$ cat src/ccr_pkg.sv
package ccr_pkg;
    // ==========================================
    // register addresses on the special function bus
    localparam logic [7:0] CTRL_ADDR = 8'h9C;
    localparam logic [7:0] MODE_ADDR = 8'h9D;
    localparam logic [7:0] MUX_ADDR = 8'h9F;

    // ==========================================
    // values after reset
    localparam logic [7:0] CTRL_RESET = 8'h00;
    localparam logic [7:0] MODE_RESET = 8'h02;
    localparam logic [7:0] MUX_RESET = 8'hFF;

    // ==========================================
    // control register fields
    localparam int CTRL_EN_BIT = 7;
    localparam int CTRL_OUT_BIT = 6;
    localparam int CTRL_RISE_FLAG_BIT = 5;
    localparam int CTRL_FALL_FLAG_BIT = 4;
    localparam int CTRL_HYST_POS_LSB = 2;
    localparam int CTRL_HYST_NEG_LSB = 0;

    // ==========================================
    // mode register fields
    localparam int MODE_RISE_IE_BIT = 5;
    localparam int MODE_FALL_IE_BIT = 4;
    localparam int MODE_RESP_LSB = 0;
    localparam logic [7:0] MODE_USED_MASK = 8'h33;

    // ==========================================
    // input mux register fields
    localparam int MUX_POS_LSB = 0;
    localparam int MUX_NEG_LSB = 4;
    localparam int MUX_NONE_BIT = 3;

    // ==========================================
    // crossbar enable bits that route comparator outputs
    localparam int XBAR_RAW_BIT = 5;
    localparam int XBAR_SYNC_BIT = 4;

    // ==========================================
    // response modes
    typedef enum logic [1:0] {
        RESP_FASTEST = 2'b00,
        RESP_FAST = 2'b01,
        RESP_SLOW = 2'b10,
        RESP_LOW_POWER = 2'b11
    } ccr_resp_e;
endpackage

$ cat src/ccr_edge_if.sv
interface ccr_edge_if;
    logic cmpLevel;
    logic cmpSync;
    logic risePulse;
    logic fallPulse;

    modport ctrl (output cmpLevel, input cmpSync, input risePulse, input fallPulse);
    modport detect (input cmpLevel, output cmpSync, output risePulse, output fallPulse);
endinterface

$ cat src/ccr_sync_edge.sv
module ccr_sync_edge (
    input wire logic clock,
    input wire logic resetn,
    ccr_edge_if.detect edge_port
);
    // ==========================================
    // two stage synchroniser and edge compare
    logic meta_q;
    logic sync_q;
    logic prev_q;

    always_ff @(posedge clock or negedge resetn) begin
        if (!resetn) begin
            meta_q <= 1'b0;
            sync_q <= 1'b0;
            prev_q <= 1'b0;
        end else begin
            meta_q <= edge_port.cmpLevel;
            sync_q <= meta_q;
            prev_q <= sync_q;
        end
    end

    // edges compare only stage two against its own history
    assign edge_port.cmpSync = sync_q;
    assign edge_port.risePulse = sync_q & ~prev_q;
    assign edge_port.fallPulse = ~sync_q & prev_q;

    // ==========================================
    // checks
    property p_rise_delay;
        @(posedge clock) disable iff (!resetn)
        edge_port.risePulse |-> $past(edge_port.cmpLevel, 2) && !$past(edge_port.cmpLevel, 3);
    endproperty
    a_rise_delay: assert property (p_rise_delay) else $error("rise pulse not two cycles after level rise");

    property p_fall_delay;
        @(posedge clock) disable iff (!resetn)
        edge_port.fallPulse |-> !$past(edge_port.cmpLevel, 2) && $past(edge_port.cmpLevel, 3);
    endproperty
    a_fall_delay: assert property (p_fall_delay) else $error("fall pulse not two cycles after level fall");
endmodule

$ cat src/ccr_comparator_regs.sv
// How it works
// - mode register bits 7-6 and 3-2 read as zero and ignore writes.
// - mode bit 5 lets rising-edge flags request an interrupt, and blocks them when zero.
// - mode bit 4 lets falling-edge flags request an interrupt, and blocks them when zero.
// - mode bits 1-0 pick one of four response settings, fastest at 0 and lowest power at 3, resetting to 2.
// - mux bits 3-0 pick positive input port 0 pins 0,2,4,6 then port 1 pins 0,2,4,6, none when bit 3 is set.
// - mux bits 7-4 pick negative input port 0 pins 1,3,5,7 then port 1 pins 1,3,5,7, none when bit 7 is set.
// - the mux register resets to all ones so no input pin is connected.
// - crossbar bit 5 drives the raw comparator output onto port 1 pin 4.
// - crossbar bit 4 drives the clock-synchronised output onto port 1 pin 5.
// - rising and falling output transitions set sticky flags that only software clears.
// - control bit 7 switches the comparator on when one and off when zero.
// - a disabled comparator shows logic low on the raw pin at once and on the synchronised pin two clocks later.
module ccr_comparator_regs (
    input wire logic clock,
    input wire logic resetn,
    input wire logic [7:0] sfrAddr,
    input wire logic sfrWrite,
    input wire logic [7:0] sfrWdata,
    output logic [7:0] sfrRdata,
    input wire logic rawCmp,
    input wire logic [7:0] crossbarEnable,
    output logic cmpEnable,
    output logic [1:0] responseMode,
    output logic [1:0] posHysteresis,
    output logic [1:0] negHysteresis,
    output logic [7:0] posPinSelect,
    output logic [7:0] negPinSelect,
    output logic rawPinOut,
    output logic rawPinOutEn,
    output logic syncPinOut,
    output logic syncPinOutEn,
    output logic cmpIrq
);
    // ==========================================
    // registers
    logic cmpEnable_q;
    logic riseFlag_q;
    logic riseFlag_d;
    logic fallFlag_q;
    logic fallFlag_d;
    logic [3:0] hyst_q;
    logic [7:0] mode_q;
    logic [7:0] mux_q;
    logic [7:0] rdata_q;
    logic [7:0] rdata_d;

    ccr_edge_if edgeBus ();

    ccr_sync_edge u_sync_edge (
        .clock(clock),
        .resetn(resetn),
        .edge_port(edgeBus.detect)
    );

    // ==========================================
    // address decode
    wire ctrlWrite = sfrWrite && (sfrAddr == ccr_pkg::CTRL_ADDR);
    wire modeWrite = sfrWrite && (sfrAddr == ccr_pkg::MODE_ADDR);
    wire muxWrite = sfrWrite && (sfrAddr == ccr_pkg::MUX_ADDR);

    wire riseIe = mode_q[ccr_pkg::MODE_RISE_IE_BIT];
    wire fallIe = mode_q[ccr_pkg::MODE_FALL_IE_BIT];
    wire [3:0] posSel = mux_q[ccr_pkg::MUX_POS_LSB +: 4];
    wire [3:0] negSel = mux_q[ccr_pkg::MUX_NEG_LSB +: 4];

    // ==========================================
    // comparator level, forced low while disabled
    assign edgeBus.cmpLevel = rawCmp & cmpEnable_q;
    wire cmpState = edgeBus.cmpSync;

    // hardware set beats a software clear in the same cycle
    assign riseFlag_d = edgeBus.risePulse | (ctrlWrite ? sfrWdata[ccr_pkg::CTRL_RISE_FLAG_BIT] : riseFlag_q);
    assign fallFlag_d = edgeBus.fallPulse | (ctrlWrite ? sfrWdata[ccr_pkg::CTRL_FALL_FLAG_BIT] : fallFlag_q);

    wire [7:0] ctrlView = {cmpEnable_q, cmpState, riseFlag_q, fallFlag_q, hyst_q};

    always_comb begin
        case (sfrAddr)
            ccr_pkg::CTRL_ADDR: rdata_d = ctrlView;
            ccr_pkg::MODE_ADDR: rdata_d = mode_q & ccr_pkg::MODE_USED_MASK;
            ccr_pkg::MUX_ADDR: rdata_d = mux_q;
            default: rdata_d = 8'h00;
        endcase
    end

    always_ff @(posedge clock or negedge resetn) begin
        if (!resetn) begin
            cmpEnable_q <= ccr_pkg::CTRL_RESET[ccr_pkg::CTRL_EN_BIT];
            hyst_q <= ccr_pkg::CTRL_RESET[3:0];
            riseFlag_q <= 1'b0;
            fallFlag_q <= 1'b0;
        end else begin
            riseFlag_q <= riseFlag_d;
            fallFlag_q <= fallFlag_d;
            if (ctrlWrite) begin
                cmpEnable_q <= sfrWdata[ccr_pkg::CTRL_EN_BIT];
                hyst_q <= sfrWdata[3:0];
            end
        end
    end

    always_ff @(posedge clock or negedge resetn) begin
        if (!resetn) begin
            mode_q <= ccr_pkg::MODE_RESET;
            mux_q <= ccr_pkg::MUX_RESET;
            rdata_q <= 8'h00;
        end else begin
            rdata_q <= rdata_d;
            if (modeWrite) begin
                mode_q <= sfrWdata & ccr_pkg::MODE_USED_MASK;
            end
            if (muxWrite) begin
                mux_q <= sfrWdata;
            end
        end
    end

    // ==========================================
    // input mux one-hot selects, pin order follows the select code
    // the analog side must see these pins set as analog inputs by software
    genvar i;
    generate
        for (i = 0; i < 8; i++) begin : g_pin_sel
            assign posPinSelect[i] = !posSel[ccr_pkg::MUX_NONE_BIT] && (posSel[2:0] == 3'(i));
            assign negPinSelect[i] = !negSel[ccr_pkg::MUX_NONE_BIT] && (negSel[2:0] == 3'(i));
        end
    endgenerate

    // ==========================================
    // outputs
    assign sfrRdata = rdata_q;
    assign cmpEnable = cmpEnable_q;
    assign responseMode = mode_q[ccr_pkg::MODE_RESP_LSB +: 2];
    assign posHysteresis = hyst_q[ccr_pkg::CTRL_HYST_POS_LSB +: 2];
    assign negHysteresis = hyst_q[ccr_pkg::CTRL_HYST_NEG_LSB +: 2];

    // raw path is deliberately combinational: it must work with no clock running
    assign rawPinOut = rawCmp & cmpEnable_q;
    assign rawPinOutEn = !crossbarEnable[ccr_pkg::XBAR_RAW_BIT];
    assign syncPinOut = cmpState;
    assign syncPinOutEn = !crossbarEnable[ccr_pkg::XBAR_SYNC_BIT];

    assign cmpIrq = (riseFlag_q & riseIe) | (fallFlag_q & fallIe);

    // ==========================================
    // checks
    property p_mode_unused;
        @(posedge clock) disable iff (!resetn)
        ($past(sfrAddr) == ccr_pkg::MODE_ADDR) |-> (sfrRdata[7:6] == 2'b00) && (sfrRdata[3:2] == 2'b00);
    endproperty
    a_mode_unused: assert property (p_mode_unused) else $error("unused mode bits read non-zero");

    property p_rise_ie;
        @(posedge clock) disable iff (!resetn)
        !riseIe && !(fallFlag_q && fallIe) |-> !cmpIrq;
    endproperty
    a_rise_ie: assert property (p_rise_ie) else $error("rising flag raised irq while disabled");

    property p_fall_ie;
        @(posedge clock) disable iff (!resetn)
        edgeBus.fallPulse && fallIe && !modeWrite |=> cmpIrq;
    endproperty
    a_fall_ie: assert property (p_fall_ie) else $error("falling edge did not raise irq");

    property p_mode_write;
        @(posedge clock) disable iff (!resetn)
        modeWrite |=> responseMode == $past(sfrWdata[1:0]);
    endproperty
    a_mode_write: assert property (p_mode_write) else $error("response mode not written");

    property p_pos_none;
        @(posedge clock) disable iff (!resetn)
        mux_q[3] |-> posPinSelect == 8'h00;
    endproperty
    a_pos_none: assert property (p_pos_none) else $error("positive pin selected while none");

    property p_neg_pick;
        @(posedge clock) disable iff (!resetn)
        !mux_q[7] |-> negPinSelect == (8'h01 << mux_q[6:4]);
    endproperty
    a_neg_pick: assert property (p_neg_pick) else $error("negative pin select wrong");

    property p_disabled_low;
        @(posedge clock) disable iff (!resetn)
        !cmpEnable_q ##2 !cmpEnable_q |-> !rawPinOut && !syncPinOut;
    endproperty
    a_disabled_low: assert property (p_disabled_low) else $error("disabled comparator drives high");

    property p_sync_pin;
        @(posedge clock) disable iff (!resetn)
        syncPinOut |-> $past(rawCmp, 2) && $past(cmpEnable_q, 2);
    endproperty
    a_sync_pin: assert property (p_sync_pin) else $error("sync pin not two cycles behind");

    property p_rise_sticky;
        @(posedge clock) disable iff (!resetn)
        riseFlag_q && !ctrlWrite |=> riseFlag_q;
    endproperty
    a_rise_sticky: assert property (p_rise_sticky) else $error("rising flag lost without clear");

    property p_rise_set;
        @(posedge clock) disable iff (!resetn)
        edgeBus.risePulse |=> riseFlag_q;
    endproperty
    a_rise_set: assert property (p_rise_set) else $error("rising flag not set");

    property p_fall_set;
        @(posedge clock) disable iff (!resetn)
        edgeBus.fallPulse |=> fallFlag_q;
    endproperty
    a_fall_set: assert property (p_fall_set) else $error("falling flag not set");

    property p_irq_rise;
        @(posedge clock) disable iff (!resetn)
        riseFlag_q && riseIe |-> cmpIrq;
    endproperty
    a_irq_rise: assert property (p_irq_rise) else $error("enabled rising flag without irq");

    c_rise_irq: cover property (@(posedge clock) disable iff (!resetn) edgeBus.risePulse && riseIe ##1 cmpIrq);
    c_fall_irq: cover property (@(posedge clock) disable iff (!resetn) edgeBus.fallPulse && fallIe ##1 cmpIrq);
    c_clear_race: cover property (@(posedge clock) disable iff (!resetn) edgeBus.risePulse && ctrlWrite);
    c_sync_out: cover property (@(posedge clock) disable iff (!resetn) syncPinOut && !syncPinOutEn);
endmodule

$ cat config.mk
export PLATFORM = sky130hd
export DESIGN_NAME = ccr_comparator_regs
export DESIGN_NICKNAME = d
export VERILOG_FILES = /design/src/ccr_pkg.sv /design/src/ccr_edge_if.sv /design/src/ccr_sync_edge.sv /design/src/ccr_comparator_regs.sv
export SDC_FILE = /design/constraint.sdc
export NUM_CORES = 1
export LEC_CHECK = 0
export ABC_AREA = 1
export BUFFER_PORTS_ARGS = -buffer_cell sky130_fd_sc_hd__buf_2
export CORE_MARGIN = 10
export CORE_UTILIZATION = 49
export CTS_CLUSTER_SIZE = 12
export DETAILED_ROUTE_END_ITERATION = 10
export PLACE_DENSITY = 0.92
export SETUP_SLACK_MARGIN = 0.1
export SLEW_MARGIN = 25
export SYNTH_ARGS = -nofsm -noshare
export SYNTH_HDL_FRONTEND = slang
export SYNTH_HIERARCHICAL = 1
export SYNTH_SLANG_ARGS = --single-unit
$ cat constraint.sdc
create_clock -name clock -period 1.6 [get_ports clock]
set_input_delay 0.16 -clock clock [delete_from_list [all_inputs] [get_ports clock]]
set_output_delay 0.16 -clock clock [all_outputs]
set_load 0.05 [all_outputs]
---- After elaboration in Yosys (flattened, before gate mapping) ----
Index checks and enable logic that the tools add are counted.
storage, ports and cells
  register bits after elaboration ......... 30
  bits in latches ......................... 0
  RAM bits ................................ 0
  bits in read-only memories .............. 0
  memories kept ........................... 0
cells by class
  add/sub/neg operators ................... 0
  multiply operators ...................... 0
  div/mod/pow operators ................... 0
  order comparisons ....................... 0
  eq/ne operators ......................... 17
  shift-type cells ........................ 0
  multiplexer cells ....................... 3
  bitwise gates (word level) .............. 10
  reduce and logical (&&, ||, !) cells .... 25
operators by type and width
  kind                  number
  $eq A3 B3 Y1 const B  8
  $eq A8 B8 Y1 const B  3
  $pmux W8 S3           1
  $logic_and A1 B1 Y1   19
  $eq A3 B2 Y1 const B  4
  $eq A3 B1 Y1 const B  2
  $logic_not A3 Y1      2
  $and A1 B1 Y1         5
  $logic_not A1 Y1      4
  $or A1 B1 Y1          3
  $mux W1               2
  $not A1 Y1            2

---- Longest topological paths before layout ----
Gate-level depths: netlist of the first run.
  depth after elaboration ................. 4
  depth in mapped cells ................... 7

---- By module ----
Netlist of the first run, hierarchy kept.
modules (own cells, without submodules)
  module               times used  cells each  area an instance (µm²)  sequential area each (µm²)
  ccr_comparator_regs  1           179         1380.1                  686.9
  ccr_sync_edge        1           7           90.1                    75.1

---- Least setup slack after synthesis of the first run ----
No wires, ideal clock.
  kind .................................... register -> output
  from .................................... register mux_q[6]
  to ...................................... output negPinSelect[4]
  arrival time ............................ 1.273 ns
  path slack .............................. 0.167 ns
  cell stages (with the launch flop) ...... 3
  path buffers ............................ 0
  cell sequence ........................... dfstp_2 nand2_1 nor2_1
between the ends
  longest elaborated chain between the ends .. 2
ends and longest elaborated chain
  element                 line                        RTL
  from (decl)             ccr_comparator_regs.sv:44   logic [7:0] mux_q;
  from (signal assigned)  ccr_comparator_regs.sv:106  mux_q <= ccr_pkg::MUX_RESET;
  from (signal assigned)  ccr_comparator_regs.sv:114  mux_q <= sfrWdata;
  $eq A3 B3 Y1            ccr_comparator_regs.sv:126  assign negPinSelect[i] = !negSel[ccr_pkg::MUX_NONE_BIT] && (negSel[2:0] == 3'(i));
  $logic_and A1 B1 Y1     ccr_comparator_regs.sv:126
  to (decl)               ccr_comparator_regs.sv:28   output logic [7:0] negPinSelect,
No other way between the ends.

---- Worst setup path after layout of the first run ----
  from .................................... register mux_q[5]
  to ...................................... output negPinSelect[7]
The elaborated chain is that of the path after synthesis.

==> results.yml, run 1 <==
die:
  start_util_pct: 52.4
  die_w_um: 74.8
  ios: 64
  core_sq_um: 2810
  die_h_um: 74.8
  rows: 19
  die_area_sq_um: 5590
setup_path:
  end_kind: "output port"
  crit_start: "mux_q[5]"
  arrival_ns: 1.34
  cp.required_ns: 1.44
  r2r-start: "mux_q[5]"
  worstSetupPathType: "reg -> out"
  cp_max_fo: 5
  worstSetupStartpointType: "flop"
placement:
  dpl_cell_area_sq_um: 1780
  gp_congestion: 0.796
  place_hpwl_um: 2860
  port_buffers: 57
  dp_slack_ns: 0.149
clock_network:
  cts_tree: "done"
  clk_latency_ns: 0.34
  numCtsBuffers: 5
  cts_root_buf: "clkbuf_4"
  clk_pin_slew_ns: 0.09
  cts_sinks: 30
  clockBufferDepth: 2
  htree_levels: 2
logic_synthesis:
  synth-seq-cells: 30
  synth_area_per_cell_sq_um: 7.90
  synth_cell_types: 17
  ys_warn_count: 6
  synth_nets: 214
  synth_mux_area_share_pct: 0
  synth_fa_ha_area_share_pct: 0
  syn_inst: 186
  synth_xor_area_share_pct: 0
  synth-compound-area-share_pct: 1.96
  netlist_area_sq_um: 1470
  ys_seq_area_share_pct: 51.8
  synth-simple-area-share_pct: 37.9
  synth_top_family_by_area: "simple AND/OR/NAND/NOR gates"
finish:
  diodes: 0
  fin_area_sq_um: 2000
  nNetsFinal: 279
  drive_gt1_share_pct: 40.5
  area_growth_pct: 35.8
timing:
  period_needed_ns: 1.50
  setup_viol: 0
  final_hold_viol_count: 0
  post-route-period-util_pct: 93.7
  tightestPinTransition_ns: 0.638
  fin_ws_ns: 0.100
  fmax_ghz: 0.667
  slew_viol_final: 0
  fin_tns_setup_ns: 0
  holdWs_ns: 0.0280
  clock_skew_ns: 0.00936
  relSlewSlack_pct: 57.4
  rsz0062_at_grt: "true"
drt:
  wl_um: 4130
  ant_nets: 0
  firstDrtPassIters: 4
  wire_per_inst_um: 14.6
  num_vias: 1464
  drc_errors: 0
  drtIter0Drc: 76
  via_per_inst: 5.17
grt:
  grt_pass1_vias: 1344
  grt_overflow: 0
  grt_pass1_wl_um: 6180
  grt_max_degree: 31
  grt_usage_pct: 14.3
  antenna_found_initial: 0
run_status:
  outcome: "complete, no violations"
power_and_ir_drop:
  ir_worst_vdd_mv: 0.509
  p_per_area_nw_per_um2: 786
  p_leak_nw: 1.08
  total_power_mw: 1.57
min_path:
  hp-class: "in -> reg"
  min_from: "rawCmp"
run:
  drv_cap: 0
## critical path, cell delays in order, from the launching register on
cell     delay, ns
dfstp_2       0.60
nand2_1       0.10
nor2_1        0.13
buf_6         0.17
## routing by layer
layer | vias up | global-route usage [%] | part of all wire, %
met1 | 670 | 15.5 | 38
met3 | 13 | 4.86 | 8.0
li1 | 720 | - | -
met4 | 0 | 8.40 | 2.9
met2 | 61 | 23.8 | 51
met5 | - | 0 | 0
## flip-flops by register name (all words and copies together) (netlist names)
register,cells
fallFlag_q,1
riseFlag_q,1
mux_q,8
u_sync_edge/prev_q,1
u_sync_edge/meta_q,1
mode_q,4
sfrRdata,8
hyst_q,4
cmpEnable,1
u_sync_edge/edge_port.cmpSync,1
## path summary, 6_finish.rpt
path / to / slack, ns / depth (start not counted)
min in group asynchronous: hyst_q[1] / 0.38 / 2
setup reg to reg: sfrRdata[5] / 0.65 / 3
hold / removal: u_sync_edge/meta_q / 0.03 / 3
setup / recovery: negPinSelect[7] / 0.10 / 3
max in group asynchronous: u_sync_edge/prev_q / 0.80 / 2
hold reg to reg: u_sync_edge/edge_port.cmpSync / 0.35 / 0
## layout make-up
type / instances / area, sq um
fillers: 205 / 808
flip-flops and latches: 30 / 762
multi-input cells: 128 / 628
repair buffers: 66 / 444
inverters: 20 / 75.1
clock buffers: 8 / 48.8
well taps: 31 / 38.8
## where the power goes
group	total (mW)	internal [mW]	switching [mW]
registers	0.818	0.794	0.0241
clock network	0.421	0.175	0.246
logic	0.331	0.0997	0.231
## per-stage QoR
stage | util [%] | std cells
finish | 71.2 | 283
global route | 71.2 | 283
CTS | 66.7 | 279
detailed placement | 63.3 | 270
global placement | 63.3 | 270
floorplan | - | 186
## synth_stat cells, drive strengths merged
cell    number  area, sq um
nand2       63          239
nand3       24          125
nor2        22         85.1
dfrtp       21          526
inv         20         75.1
nand4       12         75.1
dfstp        9          236
buf          6         40.0
o21ai        4         20.0
clkbuf       2         7.51
nor3         2         32.5
a22o         1         8.76
## cell families after synthesis
| family | after synthesis |
|---|---|
| AND/OR/NAND/NOR | 123 |
| flip-flops | 30 |
| AO/OA/AOI/OAI | 5 |
| buffers and inverters | 28 |
## placed cells by master (no fill, tap or decap), types with 11 or more instances in the layout
cell type / count
nand4_1: 12
nor2_1: 11
nand3_1: 23
buf_6: 13
inv_1: 19
dfrtp_1: 21
nor2_2: 11
buf_2: 41
nand2_1: 55
buf_4: 11
## timing repair
action	4_1_cts	5_1_grt
buffers inserted	0	4
endpoints found under the hold margin	21	0
endpoints found under the setup margin	14	16
gates resized for setup	14	34
hold buffers	1	0
pin swaps	0	4
No activity file was read; power rests on OpenSTA's default activity.
==> run 2, diff against run 1 <==
CORE_ASPECT_RATIO = 0.9   (was not set)
==> run 2 against run 1 <==
Against the previous run: combinational power about the same; sequential share of layout area decreased by 0.12 points; clock power decreased by 7.6%; sequential cell count unchanged; critical path depth unchanged; register-to-register slack got worse by 0.02 ns; largest cell class unchanged; die area about the same; first-iteration DRC count increased by 150%; critical endpoint is now negPinSelect[3]; via count increased by 3.1%.
==> results.yml, run 2 (synthesis gave the netlist of run 1 again) <==
finish:
  fin_cells: 291
  fillerInstances: 217
  mostFrequentLayoutCell: "nand2_1"
  nNetsFinal: 279
  final_cell_mix: "nand2_1 (56), buf_2 (41), nand3_1 (23), dfrtp_1 (21), inv_1 (19)"
  area_growth_pct: 36.3
  drive_gt1_share_pct: 39.8
  diodes: 0
timing:
  clock_skew_ns: 0.00515
  period_needed_ns: 1.50
  tightestPinTransition_ns: 0.629
  relSlewSlack_pct: 58.1
  slew_viol_final: 0
  post-route-period-util_pct: 93.7
  fin_tns_setup_ns: 0
  fmax_ghz: 0.667
  fin_ws_ns: 0.101
  rsz0062_at_grt: "true"
  setup_viol: 0
  final_hold_viol_count: 0
setup_path:
  end_kind: "output port"
  cp.required_ns: 1.44
  crit_path_cell_trace: "nand2_2 > nor2_1 > buf_4"
  worstSetupStartpointType: "flop"
  cp_max_fo: 5
  path_delay_family: "flip-flops"
  rr_worst_depth: 3
  worstSetupPathType: "reg -> out"
  r2r-end: "sfrRdata[0]"
  cp_slowest_cell: "dfstp_2"
  crit_path_max_incr_delay_ns: 0.59
  r2r_slack_ns: 0.63
  cp.buffers_inverters: 1
  arrival_ns: 1.34
  r2r-start: "mux_q[0]"
grt:
  grt_pass1_vias: 1458
  grt_max_degree: 31
  antenna_found_initial: 0
  grt_usage_pct: 13.9
  grt_overflow: 0
  grt_pass1_wl_um: 6560
clock_network:
  clk_latency_ns: 0.31
  clockBufferDepth: 2
  clk_pin_slew_ns: 0.08
  numCtsBuffers: 5
  cts_sinks: 30
  htree_levels: 2
  cts_root_buf: "clkbuf_4"
  cts_tree: "done"
min_path:
  min_from: "rawCmp"
  hold-path-cell-count: 3
  hp-class: "in -> reg"
  worst_hold_path.endpoint: "u_sync_edge/meta_q"
die:
  ios: 64
  die_w_um: 77.7
  start_util_pct: 52.2
  core_sq_um: 2820
  die_area_sq_um: 5590
  rows: 18
  die_h_um: 72.0
drt:
  num_vias: 1509
  firstDrtPassIters: 4
  wire_per_inst_um: 14.9
  wl_um: 4350
  ant_nets: 0
  via_per_inst: 5.19
  drtIter0Drc: 187
  drc_errors: 0
power_and_ir_drop:
  total_power_mw: 1.54
  p_per_area_nw_per_um2: 768
  p_leak_nw: 1.08
  ir_worst_vdd_mv: 0.409
placement:
  place_hpwl_um: 2990
  dp_slack_ns: 0.284
  place.detailed.instances: 279
  gp_congestion: 0.826
  port_buffers: 57
run:
  drv_cap: 0
run_status:
  outcome: "complete, no violations"
## run 2: changes by cell type in the layout (fill, tap and decap cells not counted)
cell,before,now
buf_4,11,10
buf_6,13,14
clkbuf_1,3,2
nand2_1,55,56
nand2_2,8,7
nor2_1,11,12
nor2_2,11,10
## run 2: metrics by stage
stage | cell area [sq um] | utilization [%] | hold slack, ns
global placement | 1790 | 63.5 | 0.209
floorplan | 1470 | - | -0.136
global route | 2000 | 71.2 | 0.0733
finish | 2000 | 71.2 | 0.0701
CTS | 1860 | 66.0 | 0.0647
detailed placement | 1790 | 63.5 | 0.210
## run 2: tightest hold or removal path, delay by kind of cell
family	cells	cell delay, ns
AND/OR/NAND/NOR	1	0.05
buffers and inverters	2	0.14
## run 2: routing by layer
metal	track usage [%]	routed length (um)	vias up
li1	-	-	721
met1	15.7	1620	714
met2	24.8	2330	70
met3	5.30	363	4
met4	2.23	35	0
met5	0	0	-
## run 2: area by class of cell
| type | instances | area, sq um | share of cell area, % |
|---|---|---|---|
| Inverter | 20 | 75.1 | 3.75 |
| Sequential cell | 30 | 762 | 38.0 |
| Multi-Input combinational cell | 128 | 623 | 31.1 |
| Clock buffer | 7 | 45.0 | 2.25 |
| Tap cell | 40 | 50.0 | 2.50 |
| Timing Repair Buffer | 66 | 448 | 22.4 |
## run 2: worst max-delay path by stage
stage	startpoint	endpoint	cells after the start
CTS	mux_q[1]	posPinSelect[7]	3
detailed placement	sfrAddr[5]	riseFlag_q	7
global route	mux_q[6]	negPinSelect[6]	3
floorplan	mux_q[6]	negPinSelect[4]	2
global placement	sfrAddr[5]	riseFlag_q	7
finish	mux_q[5]	negPinSelect[3]	3
## run 2: report_power, final
group | switching [mW] | total (mW) | internal [mW]
Combinational | 0.233 | 0.331 | 0.0983
Sequential | 0.0251 | 0.819 | 0.794
Clock | 0.224 | 0.389 | 0.165
## run 2: timing repair
item	4_1_cts	5_1_grt
pin swaps	0	1
endpoints found under the hold margin	21	0
endpoints found under the setup margin	6	16
buffers inserted	0	4
resized for setup	6	49
hold buffers	1	0
==> run 3, diff against run 2 <==
RECOVER_POWER = 50   (was not set)
TNS_END_PERCENT = 20   (was not set)
==> run 3 against run 2 <==
Against the previous run: cell area decreased by 3.5%; first-iteration DRC count decreased by 19%; power decreased by 1.3%; core utilization decreased by 2.5 points; maximum frequency increased by 0.15%; sequential power about the same; count of clock-buffer cells in the layout unchanged; via count decreased by 1.5%; routed wire length decreased by 6.9%; largest power group unchanged.
==> results.yml, run 3 (synthesis gave the netlist of run 1 again) <==
drt:
  wl_um: 4050
  via_per_inst: 5.14
  ant_nets: 0
  drc_errors: 0
  firstDrtPassIters: 4
  num_vias: 1486
  drtIter0Drc: 151
  wire_per_inst_um: 14.0
clock_network:
  cts_sinks: 30
  clk_pin_slew_ns: 0.09
  cts_tree: "done"
  cts_root_buf: "clkbuf_4"
  clk_latency_ns: 0.31
  clockBufferDepth: 2
  htree_levels: 2
  numCtsBuffers: 5
finish:
  mostFrequentLayoutCell: "nand2_1"
  nNetsFinal: 277
  drive_gt1_share_pct: 35.7
  final_cell_mix: "nand2_1 (58), buf_2 (39), nand3_1 (23), dfrtp_1 (21), inv_1 (19)"
  fillerInstances: 217
  area_growth_pct: 31.5
  diodes: 0
  utilization_pct: 68.7
power_and_ir_drop:
  p_leak_nw: 1.05
  ir_worst_vdd_mv: 0.405
  p_per_area_nw_per_um2: 786
timing:
  fmax_ghz: 0.668
  slew_viol_final: 0
  period_needed_ns: 1.50
  final_hold_viol_count: 0
  fin_tns_setup_ns: 0
  clock_skew_ns: 0.00649
  rsz0062_at_grt: "true"
  relSlewSlack_pct: 45.2
  post-route-period-util_pct: 93.5
  setup_viol: 0
  tightestPinTransition_ns: 0.816
placement:
  port_buffers: 57
  gp_congestion: 0.826
  place_hpwl_um: 2990
run:
  drv_cap: 0
die:
  start_util_pct: 52.2
  die_h_um: 72.0
  core_sq_um: 2820
  die_area_sq_um: 5590
  rows: 18
  die_w_um: 77.7
  ios: 64
setup_path:
  worstSetupPathType: "reg -> out"
  path_delay_family: "flip-flops"
  cp.required_ns: 1.44
  crit_path_cell_trace: "nand2_1 > nor2_1 > clkbuf_4"
  r2r-start: "mux_q[5]"
  cp_slowest_cell: "dfstp_2"
  crit_start: "mux_q[0]"
  cp.buffers_inverters: 1
  crit_path_max_incr_delay_ns: 0.58
  arrival_ns: 1.34
  cp_max_fo: 5
  end_kind: "output port"
  path_depth: 3
  rr_worst_depth: 3
  worstSetupStartpointType: "flop"
grt:
  grt_pass1_wl_um: 6510
  grt_max_degree: 31
  grt_overflow: 0
  antenna_found_initial: 0
  grt_pass1_vias: 1460
  grt_usage_pct: 13.8
run_status:
  outcome: "complete, no violations"
min_path:
  min_from: "rawCmp"
  hold-path-cell-count: 3
  hp-class: "in -> reg"
==> run 3: path summary, 6_finish.rpt <==
kind,end,slack (ns)
setup / recovery,posPinSelect[7],0.10
hold / removal,u_sync_edge/meta_q,0.06
setup reg to reg,sfrRdata[5],0.71
hold reg to reg,u_sync_edge/edge_port.cmpSync,0.36
max in group asynchronous,mode_q[4],0.72
min in group asynchronous,hyst_q[3],0.42
==> run 3: tightest hold or removal path: stages <==
cell and delay [ns]:
buf_2 0.08, nand2_1 0.05, inv_1 0.06
==> run 3: layout make-up <==
class	count	area, sq um	area share, %
flip-flops and latches	30	762	39.4
multi-input cells	128	599	31.0
repair buffers	64	402	20.8
inverters	20	75.1	3.88
well taps	40	50.0	2.59
clock buffers	7	45.0	2.33
==> run 3: routing by layer <==
metal	wire length (um)	GRT usage, %	vias to the layer above
li1	-	-	715
met1	1580	15.5	702
met2	2120	24.7	63
met3	319	5.42	6
met4	30	2.43	0
met5	0	0	-
==> run 3: power by group <==
group / switching (mW) / internal (mW)
logic: 0.222 / 0.0840
clock network: 0.231 / 0.165
registers: 0.0242 / 0.794
==> run 3: timing repair <==
| item | 4_1_cts | 5_1_grt |
|---|---|---|
| resized for setup | 1 | 46 |
| hold buffers | 1 | 0 |
| setup endpoints to repair | 6 | 16 |
| pin swaps | 0 | 1 |
| hold endpoints to repair | 21 | 0 |
| buffers inserted | 0 | 2 |
==> run 3: metrics by stage <==
step	setup WS (ns)	hold slack [ns]	cell area (sq um)	cells	power, mW
floorplan	0.167	-0.136	1470	186	1.02
global placement	0.305	0.209	1790	279	1.11
finish	0.104	0.0598	1930	289	1.52
global route	0.0590	0.0736	1930	289	1.59
CTS	0.0888	0.0647	1850	287	1.50
detailed placement	0.284	0.210	1790	279	1.11
